--- config.mk ---
export PLATFORM = sky130hd
export DESIGN_NAME = scs_sequencer
export DESIGN_NICKNAME = d
export VERILOG_FILES = /design/src/scs_pkg.sv /design/src/scs_conv_if.sv /design/src/scs_adc_clk_div.sv /design/src/scs_conv_timer.sv /design/src/scs_sequencer.sv
export SDC_FILE = /design/constraint.sdc
export NUM_CORES = 1
export LEC_CHECK = 0
export ABC_AREA = 0
export BUFFER_PORTS_ARGS = -buffer_cell sky130_fd_sc_hd__buf_4
export CAP_MARGIN = 20
export CELL_PAD_IN_SITES_DETAIL_PLACEMENT = 1
export CELL_PAD_IN_SITES_GLOBAL_PLACEMENT = 2
export CORE_UTILIZATION = 38
export CTS_CLUSTER_DIAMETER = 120
export DETAILED_ROUTE_END_ITERATION = 6
export HOLD_SLACK_MARGIN = 0.1
export PLACE_DENSITY = 0.95
export SETUP_SLACK_MARGIN = 0.05
export SLEW_MARGIN = 20
export SYNTH_ARGS = -nofsm -noshare
export SYNTH_HDL_FRONTEND = slang
export SYNTH_SLANG_ARGS = --single-unit
--- constraint.sdc ---
create_clock -name mclk -period 4.13 [get_ports mclk]
set_input_delay 0.826 -clock mclk [delete_from_list [all_inputs] [get_ports mclk]]
set_output_delay 0.826 -clock mclk [all_outputs]
set_load 0.1 [all_outputs]
--- src/scs_pkg.sv ---
package scs_pkg;

  // ********************************************************
  // Module addresses
  // ********************************************************
  localparam int ADDR_DECODE_W = 8;
  localparam int NUM_SRC = 3;
  localparam logic [7:0] ADDR_CONTROL = 8'h00;
  localparam logic [7:0] ADDR_RESULT [0:2] = '{8'h01, 8'h04, 8'h07};
  localparam logic [7:0] ADDR_SETUP_A [0:2] = '{8'h02, 8'h05, 8'h08};
  localparam logic [7:0] ADDR_SETUP_B [0:2] = '{8'h03, 8'h06, 8'h09};

  // ********************************************************
  // Action port bits
  // ********************************************************
  localparam int ACTION_GO_BIT = 15;
  localparam int ACTION_READ_BIT = 14;

  // ********************************************************
  // Control register fields
  // ********************************************************
  localparam int SEL_LSB = 8;
  localparam int START_CH1_BIT = 2;
  localparam int START_CH2_BIT = 1;
  localparam int START_TEMP_BIT = 0;
  localparam logic [15:0] START_BITS_MASK = 16'h0007;

  // ********************************************************
  // Setup register fields
  // ********************************************************
  localparam int GAIN_LSB = 11;
  localparam int CLK_LSB = 8;
  localparam int RES_LSB = 4;
  localparam int OFFSET_SIGN_BIT = 3;
  localparam int OFFSET_MAG_LSB = 0;
  localparam int BIAS_LSB = 4;
  localparam int REF_LSB = 0;

  // ********************************************************
  // Implemented bits and reset values
  // ********************************************************
  localparam logic [15:0] MASK_CONTROL = 16'h0f07;
  localparam logic [15:0] MASK_SETUP_A [0:2] = '{16'hff7f, 16'hff7f, 16'h077f};
  localparam logic [15:0] MASK_SETUP_B [0:2] = '{16'h0073, 16'h0073, 16'h0070};
  localparam logic [15:0] RST_CONTROL = 16'h0000;
  localparam logic [15:0] RST_RESULT = 16'h0000;
  localparam logic [15:0] RST_SETUP_A = 16'h0000;
  localparam logic [15:0] RST_SETUP_B = 16'h0070;

  // ********************************************************
  // Source selector codes
  // ********************************************************
  localparam logic [3:0] SEL_NONE = 4'h0;
  localparam logic [3:0] SEL_BANDGAP = 4'h1;
  localparam logic [3:0] SEL_SMALL_AMP = 4'h2;
  localparam logic [3:0] SEL_LARGE_AMP = 4'h3;
  localparam logic [3:0] SEL_SUPPLY = 4'h4;
  localparam logic [3:0] SEL_GROUND = 4'h5;
  localparam logic [3:0] SEL_BUF_SMALL = 4'h6;
  localparam logic [3:0] SEL_BUF_LARGE = 4'h7;
  localparam logic [3:0] SEL_POS_IN = 4'h8;
  localparam logic [3:0] SEL_NEG_IN = 4'h9;

  // ********************************************************
  // Converter timing
  // ********************************************************
  localparam int MCLK_HZ = 100_000_000;
  localparam int FCLK_HZ = 4_000_000;
  localparam int FCLK_DIV_CYCLES = MCLK_HZ / FCLK_HZ;
  localparam int PRE_W = 5;
  localparam logic [PRE_W-1:0] PRE_LAST = PRE_W'(FCLK_DIV_CYCLES - 1);
  localparam int DIV_W = 9;
  localparam int ADC_BASE_DIVISOR = 4;
  localparam int CONV_CNT_W = 12;
  localparam logic [11:0] CONV_CLOCKS [0:7] = '{12'h100, 12'h140, 12'h200, 12'h280,
                                                12'h320, 12'h500, 12'h800, 12'h800};

  typedef enum logic [1:0] {
    SRC_CH1 = 2'h0,
    SRC_CH2 = 2'h1,
    SRC_TEMP = 2'h2
  } scs_src_t;

  typedef enum logic [1:0] {
    ST_IDLE = 2'b01,
    ST_CONVERT = 2'b10
  } scs_state_t;

endpackage : scs_pkg

--- src/scs_conv_if.sv ---
`timescale 1ns/100ps
interface scs_conv_if;
  logic start;
  logic [2:0] clk_sel;
  logic [2:0] res_sel;
  logic adc_tick;
  logic done;
  modport seq (output start, output clk_sel, output res_sel, input adc_tick, input done);
  modport div (input start, input clk_sel, output adc_tick);
  modport tmr (input start, input res_sel, input adc_tick, output done);
endinterface : scs_conv_if

--- src/scs_adc_clk_div.sv ---
`timescale 1ns/100ps
module scs_adc_clk_div (
  // Clock and reset
  input logic mclk,
  input logic reset_n,
  // Conversion link
  scs_conv_if.div cv
);
  import scs_pkg::*;

  typedef struct packed {
    logic [PRE_W-1:0] pre;
    logic [DIV_W-1:0] div;
    logic tick;
  } scs_div_t;

  scs_div_t s;
  scs_div_t next_s;

  // Last count of the converter clock divisor
  function automatic logic [DIV_W-1:0] div_last(input logic [2:0] sel);
    logic [DIV_W:0] full;
    full = (DIV_W+1)'(ADC_BASE_DIVISOR) << sel;
    div_last = DIV_W'(full - 1'b1);
  endfunction : div_last

  always_comb begin
    next_s = s;
    next_s.tick = 1'b0;
    if (cv.start) begin
      // Realign phase at each conversion
      next_s.pre = '0;
      next_s.div = '0;
    end else if (s.pre == PRE_LAST) begin
      next_s.pre = '0;
      if (s.div == div_last(cv.clk_sel)) begin
        next_s.div = '0;
        next_s.tick = 1'b1;
      end else begin
        next_s.div = s.div + 1'b1;
      end
    end else begin
      next_s.pre = s.pre + 1'b1;
    end
  end

  always_ff @(posedge mclk) begin
    if (!reset_n) begin
      s <= '0;
    end else begin
      s <= next_s;
    end
  end

  assign cv.adc_tick = s.tick;

endmodule : scs_adc_clk_div

--- src/scs_conv_timer.sv ---
`timescale 1ns/100ps
module scs_conv_timer (
  // Clock and reset
  input logic mclk,
  input logic reset_n,
  // Conversion link
  scs_conv_if.tmr cv
);
  import scs_pkg::*;

  typedef struct packed {
    logic busy;
    logic [CONV_CNT_W-1:0] cnt;
    logic done;
  } scs_tmr_t;

  scs_tmr_t s;
  scs_tmr_t next_s;

  always_comb begin
    next_s = s;
    next_s.done = 1'b0;
    if (cv.start) begin
      next_s.busy = 1'b1;
      next_s.cnt = '0;
    end else if (s.busy && cv.adc_tick) begin
      if (s.cnt == CONV_CLOCKS[cv.res_sel] - 12'h001) begin
        next_s.busy = 1'b0;
        next_s.done = 1'b1;
      end else begin
        next_s.cnt = s.cnt + 1'b1;
      end
    end
  end

  always_ff @(posedge mclk) begin
    if (!reset_n) begin
      s <= '0;
    end else begin
      s <= next_s;
    end
  end

  assign cv.done = s.done;

endmodule : scs_conv_timer

--- src/scs_sequencer.sv ---
// How it works
// - Channel-one start converts with channel-one setups
// - Channel-two start converts with channel-two setups
// - Temperature start with selector zero converts sensor with temperature setups
// - Core stalled while a conversion runs
// - Start bits self-clear when conversion completes
// - Channel-one start wins over all others
// - Channel-two start wins over temperature
// - Nonzero selector converts single-ended signal per channel
// - Selector bits 11-8 pick ground-referenced source
// - Codes 2,3 amplifier; 6,7 buffered converter
// - Codes 4-7 force fixed reduced gain
// - Setup A: gain, clock, resolution, bit7 unused
// - Setup A bit3 offset sign, 2-0 magnitude
// - Setup B: bias and reference fields only
// - Setup B resets 0070h, others zero
// - Ten registers at addresses 00h to 09h
// - Indirect access; action bit cleared when done
// - Only low eight address bits decoded
// - Result registers read-only, written by conversions
`timescale 1ns/100ps
module scs_sequencer (
  // Clock and reset
  input logic mclk,
  input logic reset_n,
  // Core indirect module ports
  input logic [15:0] module_data_port,
  input logic [15:0] module_address_port,
  input logic [15:0] module_action_port,
  output logic [15:0] module_read_data,
  output logic module_read_load,
  output logic module_action_clear,
  output logic core_stall,
  // Analog front end
  input logic [15:0] fe_result,
  output logic fe_converting,
  output scs_pkg::scs_src_t fe_source,
  output logic [3:0] fe_source_selector,
  output logic [4:0] fe_gain,
  output logic fe_gain_fixed,
  output logic fe_amp_large,
  output logic fe_unity_buffer,
  output logic [2:0] fe_conv_clock,
  output logic [2:0] fe_resolution,
  output logic fe_offset_sign,
  output logic [2:0] fe_offset_magnitude,
  output logic [2:0] fe_bias,
  output logic [1:0] fe_reference,
  output logic fe_adc_tick
);
  import scs_pkg::*;

  // ********************************************************
  // State
  // ********************************************************
  typedef struct packed {
    scs_state_t st;
    logic [15:0] control;
    logic [NUM_SRC-1:0][15:0] setup_a;
    logic [NUM_SRC-1:0][15:0] setup_b;
    logic [NUM_SRC-1:0][15:0] result;
    logic served;
    logic [15:0] rd_data;
    logic rd_load;
    logic act_clear;
    logic stall;
    logic conv_start;
    logic busy;
    scs_src_t src;
    logic [3:0] sel;
    logic [4:0] gain;
    logic gain_fixed;
    logic amp_large;
    logic unity_buf;
    logic [2:0] clk;
    logic [2:0] res;
    logic off_sign;
    logic [2:0] off_mag;
    logic [2:0] bias;
    logic [1:0] ref_sel;
  } scs_seq_t;

  scs_seq_t s;
  scs_seq_t next_s;
  scs_conv_if cv ();

  logic go;
  logic rd;
  logic [ADDR_DECODE_W-1:0] addr;
  logic [3:0] sel_now;
  logic any_start;

  // ********************************************************
  // Helpers
  // ********************************************************
  function automatic scs_seq_t reset_state();
    scs_seq_t r;
    r = '0;
    r.st = ST_IDLE;
    r.control = RST_CONTROL;
    for (int i = 0; i < NUM_SRC; i++) begin
      r.setup_a[i] = RST_SETUP_A;
      r.setup_b[i] = RST_SETUP_B;
      r.result[i] = RST_RESULT;
    end
    r.src = SRC_CH1;
    return r;
  endfunction : reset_state

  // Readback of the addressed register
  function automatic logic [15:0] read_reg(input logic [ADDR_DECODE_W-1:0] a);
    logic [15:0] v;
    v = 16'h0000;
    if (a == ADDR_CONTROL) begin
      v = s.control;
    end
    for (int i = 0; i < NUM_SRC; i++) begin
      if (a == ADDR_RESULT[i]) begin
        v = s.result[i];
      end
      if (a == ADDR_SETUP_A[i]) begin
        v = s.setup_a[i] & MASK_SETUP_A[i];
      end
      if (a == ADDR_SETUP_B[i]) begin
        v = s.setup_b[i] & MASK_SETUP_B[i];
      end
    end
    return v;
  endfunction : read_reg

  // Fixed reduced gain codes
  function automatic logic gain_forced(input logic [3:0] sel);
    return (sel >= SEL_SUPPLY) && (sel <= SEL_BUF_LARGE);
  endfunction : gain_forced

  // Large amplifier on the path
  function automatic logic routes_large_amp(input logic [3:0] sel);
    return (sel == SEL_LARGE_AMP) || (sel == SEL_BUF_LARGE);
  endfunction : routes_large_amp

  // Amplifier as unity buffer for the converter output
  function automatic logic routes_unity_buffer(input logic [3:0] sel);
    return (sel == SEL_BUF_SMALL) || (sel == SEL_BUF_LARGE);
  endfunction : routes_unity_buffer

  // Register slot of a source
  function automatic int src_slot(input scs_src_t src);
    return int'(src);
  endfunction : src_slot

  // ********************************************************
  // Port decode
  // ********************************************************
  always_comb begin
    go = module_action_port[ACTION_GO_BIT];
    rd = module_action_port[ACTION_READ_BIT];
    addr = module_address_port[ADDR_DECODE_W-1:0];
    sel_now = s.control[SEL_LSB +: 4];
    any_start = |(s.control & START_BITS_MASK);
  end

  // ********************************************************
  // Next state
  // ********************************************************
  always_comb begin
    int idx;
    logic launch;
    idx = 0;
    launch = 1'b0;
    next_s = s;
    next_s.rd_load = 1'b0;
    next_s.act_clear = 1'b0;
    next_s.conv_start = 1'b0;
    if (!go) begin
      next_s.served = 1'b0;
    end
    unique case (s.st)
      ST_IDLE: begin
        if (any_start) begin
          if (s.control[START_CH1_BIT]) begin
            next_s.src = SRC_CH1;
            launch = 1'b1;
          end else if (s.control[START_CH2_BIT]) begin
            next_s.src = SRC_CH2;
            launch = 1'b1;
          end else if (sel_now != SEL_NONE) begin
            // Undefined request: drop it, no conversion
            next_s.control[START_TEMP_BIT] = 1'b0;
            next_s.stall = 1'b0;
          end else begin
            next_s.src = SRC_TEMP;
            launch = 1'b1;
          end
        end else if (go && !s.served) begin
          next_s.served = 1'b1;
          next_s.act_clear = 1'b1;
          if (rd) begin
            next_s.rd_data = read_reg(addr);
            next_s.rd_load = 1'b1;
          end else begin
            if (addr == ADDR_CONTROL) begin
              next_s.control = module_data_port & MASK_CONTROL;
              next_s.stall = |(module_data_port & START_BITS_MASK);
            end
            for (int i = 0; i < NUM_SRC; i++) begin
              if (addr == ADDR_SETUP_A[i]) begin
                next_s.setup_a[i] = module_data_port & MASK_SETUP_A[i];
              end
              if (addr == ADDR_SETUP_B[i]) begin
                next_s.setup_b[i] = module_data_port & MASK_SETUP_B[i];
              end
            end
            // Result addresses take no write
          end
        end
        if (launch) begin
          idx = src_slot(next_s.src);
          next_s.st = ST_CONVERT;
          next_s.busy = 1'b1;
          next_s.stall = 1'b1;
          next_s.conv_start = 1'b1;
          next_s.sel = sel_now;
          next_s.gain = s.setup_a[idx][GAIN_LSB +: 5];
          next_s.clk = s.setup_a[idx][CLK_LSB +: 3];
          next_s.res = s.setup_a[idx][RES_LSB +: 3];
          next_s.off_sign = s.setup_a[idx][OFFSET_SIGN_BIT];
          next_s.off_mag = s.setup_a[idx][OFFSET_MAG_LSB +: 3];
          next_s.bias = s.setup_b[idx][BIAS_LSB +: 3];
          next_s.ref_sel = s.setup_b[idx][REF_LSB +: 2];
          next_s.gain_fixed = gain_forced(sel_now);
          next_s.amp_large = routes_large_amp(sel_now);
          next_s.unity_buf = routes_unity_buffer(sel_now);
        end
      end
      ST_CONVERT: begin
        if (cv.done) begin
          idx = src_slot(s.src);
          next_s.result[idx] = fe_result;
          next_s.control = s.control & ~START_BITS_MASK;
          next_s.stall = 1'b0;
          next_s.st = ST_IDLE;
          next_s.busy = 1'b0;
        end
      end
      default: begin
        next_s = reset_state();
      end
    endcase
  end

  always_ff @(posedge mclk) begin
    if (!reset_n) begin
      s <= reset_state();
    end else begin
      s <= next_s;
    end
  end

  // ********************************************************
  // Converter timing
  // ********************************************************
  assign cv.start = s.conv_start;
  assign cv.clk_sel = s.clk;
  assign cv.res_sel = s.res;

  scs_adc_clk_div u_clk_div (
    .mclk(mclk),
    .reset_n(reset_n),
    .cv(cv.div)
  );

  scs_conv_timer u_timer (
    .mclk(mclk),
    .reset_n(reset_n),
    .cv(cv.tmr)
  );

  // ********************************************************
  // Outputs
  // ********************************************************
  assign module_read_data = s.rd_data;
  assign module_read_load = s.rd_load;
  assign module_action_clear = s.act_clear;
  assign core_stall = s.stall;
  assign fe_converting = s.busy;
  assign fe_source = s.src;
  assign fe_source_selector = s.sel;
  assign fe_gain = s.gain;
  assign fe_gain_fixed = s.gain_fixed;
  assign fe_amp_large = s.amp_large;
  assign fe_unity_buffer = s.unity_buf;
  assign fe_conv_clock = s.clk;
  assign fe_resolution = s.res;
  assign fe_offset_sign = s.off_sign;
  assign fe_offset_magnitude = s.off_mag;
  assign fe_bias = s.bias;
  assign fe_reference = s.ref_sel;
  assign fe_adc_tick = cv.adc_tick;

endmodule : scs_sequencer

==> flow_summary.json, run 1 <==
{
  "num_antenna_cells": 0,
  "crit_required_ns": 4.42,
  "path_max_fanout": 13,
  "nets": 1295,
  "avgSynthCellArea_sq_um": 8.11,
  "final_cell_mix": "dfxtp_1, nor2_1, nand2_1",
  "cts_root_buf": "clkbuf_16",
  "timing.fmax_ghz": 0.338,
  "hold_path_class": "register to register",
  "setup_tns_ns": 0,
  "yosysWarnings": 0,
  "clk_latency_ns": 0.44,
  "leakage_nw": 4.30,
  "netlist_area_sq_um": 9890,
  "grt_setup_unrepaired": "false",
  "path_clk_slew_ns": 0.07,
  "num_rows": 58,
  "drc": 0,
  "port_buffers": 92,
  "path_buf_inv": 0,
  "final_common_cell": "dfxtp_1",
  "irDropWorstVdd_v": 0.000333,
  "synth_edf_count": 0,
  "worstHoldStart": "module_read_data[3]$_SDFFE_PN0P_",
  "async_flop_share_pct": 0,
  "cts_hold_buf": 0,
  "grt-ovfl-total": 0,
  "cts_tree": "yes",
  "syn_inst": 1220,
  "cellPowerDensity_nw_per_um2": 522,
  "grt_antenna_before_repair": 0,
  "core_sq_um": 25300,
  "slowest_delay_ns": 0.57,
  "via_per_inst": 5.69,
  "setup_viol": 0,
  "wl_um": 30900,
  "use_met1_pct": 32.0,
  "finalCritPeriodShare_pct": 71.7,
  "crit_family": "compound AO/OA/AOI/OAI gates",
  "cts_setup_buffers": 0,
  "dieArea_sq_um": 26700,
  "critPathLaunchType": "register",
  "synth-seq-cells": 190,
  "drt-initial-drc-count": 622,
  "crit_arrival_ns": 3.25,
  "clock_skew_ns": 0.0121,
  "htree_levels": 4,
  "crit_path_end_kind": "register",
  "grt_use_met3_pct": 3.81,
  "clock-sinks": 190,
  "synth_top_area_cell": "dfxtp_1",
  "grt_max_degree": 83,
  "grt_pass1_wl_um": 49500,
  "period_minus_slack_ns": 2.96,
  "num_io_pins": 116,
  "grt_pass1_vias": 9025,
  "synth.area.top_cells": "dfxtp_1, nor2_1, a22oi_1, nand2_1, mux2i_1",
  "worstReg2RegStart": "fe_resolution[2]$_SDFFE_PN0P_",
  "routedWlPerCell_um": 19.8,
  "ant_nets": 0,
  "relSlewSlack_pct": 32.3,
  "status": "completed",
  "start_util_pct": 39.1,
  "dr.pass1.iters": 7,
  "dp_hpwl_um": 22200,
  "clk_path_buf_depth": 2,
  "globalRouteMet2Util_pct": 38.4,
  "tightestPinTransition_ns": 1.02,
  "cp_slowest_cell": "dfxtp_1",
  "grt_usage_pct": 23.5,
  "setup.worst_path.class": "register to register",
  "drv_cap": 0,
  "syn2layout_area_growth_pct": 11.4,
  "setup_ws_ns": 1.17,
  "dpl_worst_slack_ns": 1.03,
  "synth_top_flop_cell": "dfxtp_1",
  "maxSlewViolCount": 0,
  "yosysTopAreaCellShare_pct": 38.4,
  "die_h_um": 163,
  "die_w_um": 163,
  "cts_resized": 0,
  "layout-drive-gt1-share_pct": 14.7,
  "num_vias": 8900,
  "place_congestion": 0.818,
  "path_cells": "or3b_4, ha_1, nand2b_1, o21ai_0, o2111ai_4, o31ai_4, or3_1, a21oi_1",
  "ys_seq_area_share_pct": 38.4,
  "ys_types": 82,
  "crit_start": "fe_resolution[2]$_SDFFE_PN0P_",
  "finalHoldViolCount": 0,
  "final_core_util_pct": 43.5,
  "fill_cells": 3034,
  "numCtsBuffers": 17,
  "syn-num-nets": 1295,
  "grt-busiest-layer": "met2"
}
-- where the power goes --
part | internal, mW | switching [mW]
Sequential | 2.00 | 0.181
Combinational | 0.604 | 1.39
Clock | 0.801 | 0.778
-- stage by stage --
stage | instances | hold slack (ns) | area (sq um) | power [mW]
after CTS | 1563 | 0.468 | 11000 | 5.77
final | 1563 | 0.460 | 11000 | 5.76
after global routing | 1563 | 0.484 | 11000 | 6.03
after global placement | 1531 | 0.441 | 10500 | 4.14
after floorplan | 1220 | 0.426 | 9890 | 3.64
after detailed placement | 1531 | 0.447 | 10500 | 4.20
-- final cells by class --
class | count | area (sq um) | share of cell area (%)
clock buffer | 19 | 443 | 4.02
clock inverter | 13 | 106 | 0.965
inverter | 14 | 53.8 | 0.488
multi-input combinational | 890 | 5380 | 48.9
sequential | 190 | 3800 | 34.5
tap | 330 | 413 | 3.75
timing repair buffer | 107 | 816 | 7.40
-- worst paths after layout --
| check | end | slack, ns | cells after the start |
|---|---|---|---|
| worst max-delay path | u_timer.s[5]$_SDFFE_PP0P_ | 1.17 | 8 |
| worst max register to register | u_timer.s[5]$_SDFFE_PP0P_ | 1.17 | 8 |
| worst min register to register | module_read_data[3]$_SDFFE_PN0P_ | 0.46 | 1 |
| worst min-delay path | module_read_data[3]$_SDFFE_PN0P_ | 0.46 | 1 |
-- logic make-up (layout without fill, tap and decap cells) --
logic type      after synthesis  after routing  synth area share [%]
compound gates              338            338                  22.7
xor+xnor                     18             18                  1.59
fa+ha+maj                     9              9                  1.14
buf+inv                     140            153                  7.25
flops                       190            190                  38.4
mux                          73             73                  7.76
simple gates                452            452                  21.1
-- sequential cells by signal (all words and copies together) (netlist names), 2 cells and up --
register,flops
fe_source_selector,4
fe_resolution,3
u_clk_div.s,14
fe_source,2
fe_conv_clock,3
u_timer.s,13
fe_offset_magnitude,3
fe_bias,3
s,111
fe_gain,5
fe_reference,2
module_read_data,16
-- worst reg2reg max path, stage by stage, from the launching register on --
cell	delay (ns)
dfxtp_1	0.57
or3b_4	0.44
ha_1	0.27
nand2b_1	0.18
o21ai_0	0.30
o2111ai_4	0.22
o31ai_4	0.56
or3_1	0.21
a21oi_1	0.07
-- metal layers --
metal  vias to the layer above  share of wire (%)
li1                       4278                  -
met1                      4401                 47
met2                       189                 47
met3                        32                4.1
met4                         0                1.5
met5                         -                  0
-- synthesized netlist by cell type (7+ instances only) --
cell type  number
dfxtp_1       190
nor2_1        167
nand2_1       142
o21ai_0        94
a22oi_1        78
clkbuf_1       68
mux2i_1        52
a21oi_1        50
buf_4          42
and2_1         22
mux2_2         20
nor3_1         20
nand3_1        18
o21ai_1        15
xor2_1         14
nor2b_1        13
o2bb2ai_1      13
or3_1          13
inv_1          12
nand2b_1       12
o22ai_1        12
a21o_1         10
buf_2           9
ha_1            9
o211ai_1        9
nand4_1         7
Note: power is estimated with default switching activity, not from simulation.
==> run 2: changes to the inputs <==
--- a/config.mk
+++ b/config.mk
@@ -10,11 +10,11 @@
 export CAP_MARGIN = 20
 export CELL_PAD_IN_SITES_DETAIL_PLACEMENT = 1
 export CELL_PAD_IN_SITES_GLOBAL_PLACEMENT = 2
-export CORE_UTILIZATION = 38
+export CORE_UTILIZATION = 32
 export CTS_CLUSTER_DIAMETER = 120
 export DETAILED_ROUTE_END_ITERATION = 6
 export HOLD_SLACK_MARGIN = 0.1
-export PLACE_DENSITY = 0.95
+export PLACE_DENSITY = 0.86
 export SETUP_SLACK_MARGIN = 0.05
 export SLEW_MARGIN = 20
 export SYNTH_ARGS = -nofsm -noshare
==> constraint.sdc (replaced) <==
create_clock -name mclk -period 2.4 [get_ports mclk]
set_input_delay 0.48 -clock mclk [delete_from_list [all_inputs] [get_ports mclk]]
set_output_delay 0.48 -clock mclk [all_outputs]
set_load 0.1 [all_outputs]
==> flow_summary.json, run 2 (synthesis results as in run 1) <==
{
  "status": "completed",
  "clock_skew_ns": 0.0233,
  "start_util_pct": 32.4,
  "wl_met3_um": 1170,
  "core_sq_um": 30500,
  "setup_viol": 0,
  "grt_usage_pct": 20.4,
  "hold_path_class": "input port to register",
  "numCtsBuffers": 17,
  "ant_nets": 0,
  "leakage_nw": 4.63,
  "syn2layout_area_growth_pct": 18.3,
  "irDropWorstVdd_v": 0.000587,
  "fill_cells": 3633,
  "grt_max_degree": 114,
  "period_minus_slack_ns": 2.35,
  "routed.top_layer": "met4",
  "path_max_fanout": 6,
  "path_clk_slew_ns": 0.08,
  "cts_tree": "yes",
  "num_antenna_cells": 0,
  "crit_start": "fe_resolution[1]$_SDFFE_PN0P_",
  "worstHoldStart": "module_action_port[15]",
  "clk_path_buf_depth": 2,
  "clock-sinks": 190,
  "maxSlewViolCount": 0,
  "layout-drive-gt1-share_pct": 20.0,
  "num_io_pins": 116,
  "dp_hpwl_um": 23300,
  "die_w_um": 178,
  "placedCellCount": 1650,
  "nets": 1351,
  "grt_antenna_before_repair": 1,
  "finalCritPeriodShare_pct": 97.9,
  "design_area_sq_um": 11700,
  "wl_um": 31800,
  "dr.pass1.iters": 5,
  "grt_setup_unrepaired": "true",
  "stdcell_count": 1684,
  "routedWlPerCell_um": 18.9,
  "cts_hold_buf": 0,
  "grt_pass1_wl_um": 50500,
  "grt_pass1_vias": 9198,
  "setup_tns_ns": 0,
  "dieArea_sq_um": 31600,
  "via_per_inst": 5.37,
  "num_rows": 64,
  "place_congestion": 0.828,
  "largest_register_ffs": 111,
  "top_register": "s",
  "die_h_um": 178,
  "crit_path_end_kind": "register",
  "drt-initial-drc-count": 490,
  "drv_cap": 0,
  "placed_area_sq_um": 11000,
  "final_common_cell": "dfxtp_1",
  "clk_latency_ns": 0.44,
  "cts_root_buf": "clkbuf_16",
  "crit_arrival_ns": 2.71,
  "finalHoldViolCount": 0,
  "cellPowerDensity_nw_per_um2": 888,
  "grt-ovfl-total": 0,
  "finalPower_mw": 10.4,
  "worstReg2RegStart": "fe_resolution[1]$_SDFFE_PN0P_",
  "crit_required_ns": 2.76,
  "drc": 0,
  "drt-met1-wl_um": 15700,
  "dr_wl_met2_um": 14600,
  "relSlewSlack_pct": 53.8,
  "setup.worst_path.class": "register to register",
  "port_buffers": 92,
  "critPathLaunchType": "register",
  "final_cell_mix": "dfxtp_1, nor2_1, buf_4",
  "timing.fmax_ghz": 0.426,
  "tightestPinTransition_ns": 0.691,
  "htree_levels": 4,
  "num_vias": 9048
}
## run 2: cell count changes in the layout (fill, tap and decap cells not counted), sizes merged
| cell | before | now |
|---|---|---|
| buf | 107 | 163 |
| bufinv | 0 | 2 |
| clkbuf | 19 | 17 |
| clkinv | 8 | 6 |
| inv | 17 | 18 |
## run 2: path summary, 6_finish.rpt
check / end / slack (ns) / depth (start not counted)
worst max-delay path: u_timer.s[4]$_SDFFE_PP0P_ / 0.05 / 9
worst min-delay path: s[50]$_SDFF_PN0_ / 0.30 / 3
worst max register to register: u_timer.s[4]$_SDFFE_PP0P_ / 0.05 / 9
worst min register to register: module_read_data[4]$_SDFFE_PN0P_ / 0.46 / 1
## run 2: area by class of cell
type	count	area (sq um)	area share [%]
clock inverters	14	156	1.34
inverters	14	53.8	0.459
flip-flops and latches	190	3810	32.5
well taps	396	495	4.23
repair buffers	163	1300	11.1
multi-input cells	890	5480	46.8
clock buffers	17	425	3.63
## run 2: critical path, stage by stage, from the launching register on
cell and delay [ns]:
dfxtp_2 0.32, or3b_4 0.41, ha_4 0.19, nand2b_4 0.14
a31o_1 0.19, o2111ai_4 0.27, o311ai_4 0.13, buf_6 0.15
or3_1 0.36, a21oi_1 0.11
## run 2: metal layers
metal,GRT usage [%],up-vias
li1,-,4386
met5,0,-
met4,5.16,0
met2,33.1,178
met1,28.2,4457
met3,3.06,27
## run 2: report_power, final
part	total [mW]	leakage, nW	internal [mW]	switching [mW]
clock	2.91	0.284	1.55	1.36
sequential	3.74	1.54	3.45	0.288
combinational	3.75	2.81	1.26	2.49
## run 2: per-stage QoR
| stage | utilization [%] | setup slack [ns] | hold WS (ns) |
|---|---|---|---|
| global placement | 36.1 | 0.0388 | 0.440 |
| CTS | 38.1 | 0.00935 | 0.285 |
| global route | 38.4 | -0.0637 | 0.286 |
| floorplan | - | 0.0623 | 0.426 |
| detailed placement | 36.1 | -0.0115 | 0.451 |
| finish | 38.4 | 0.0513 | 0.299 |
## run 2: what timing repair did
action | CTS | global route
pin swaps | 12 | 8
setup endpoints to repair | 10 | 65
setup buffers | 3 | 0
gates resized for setup | 6 | 19
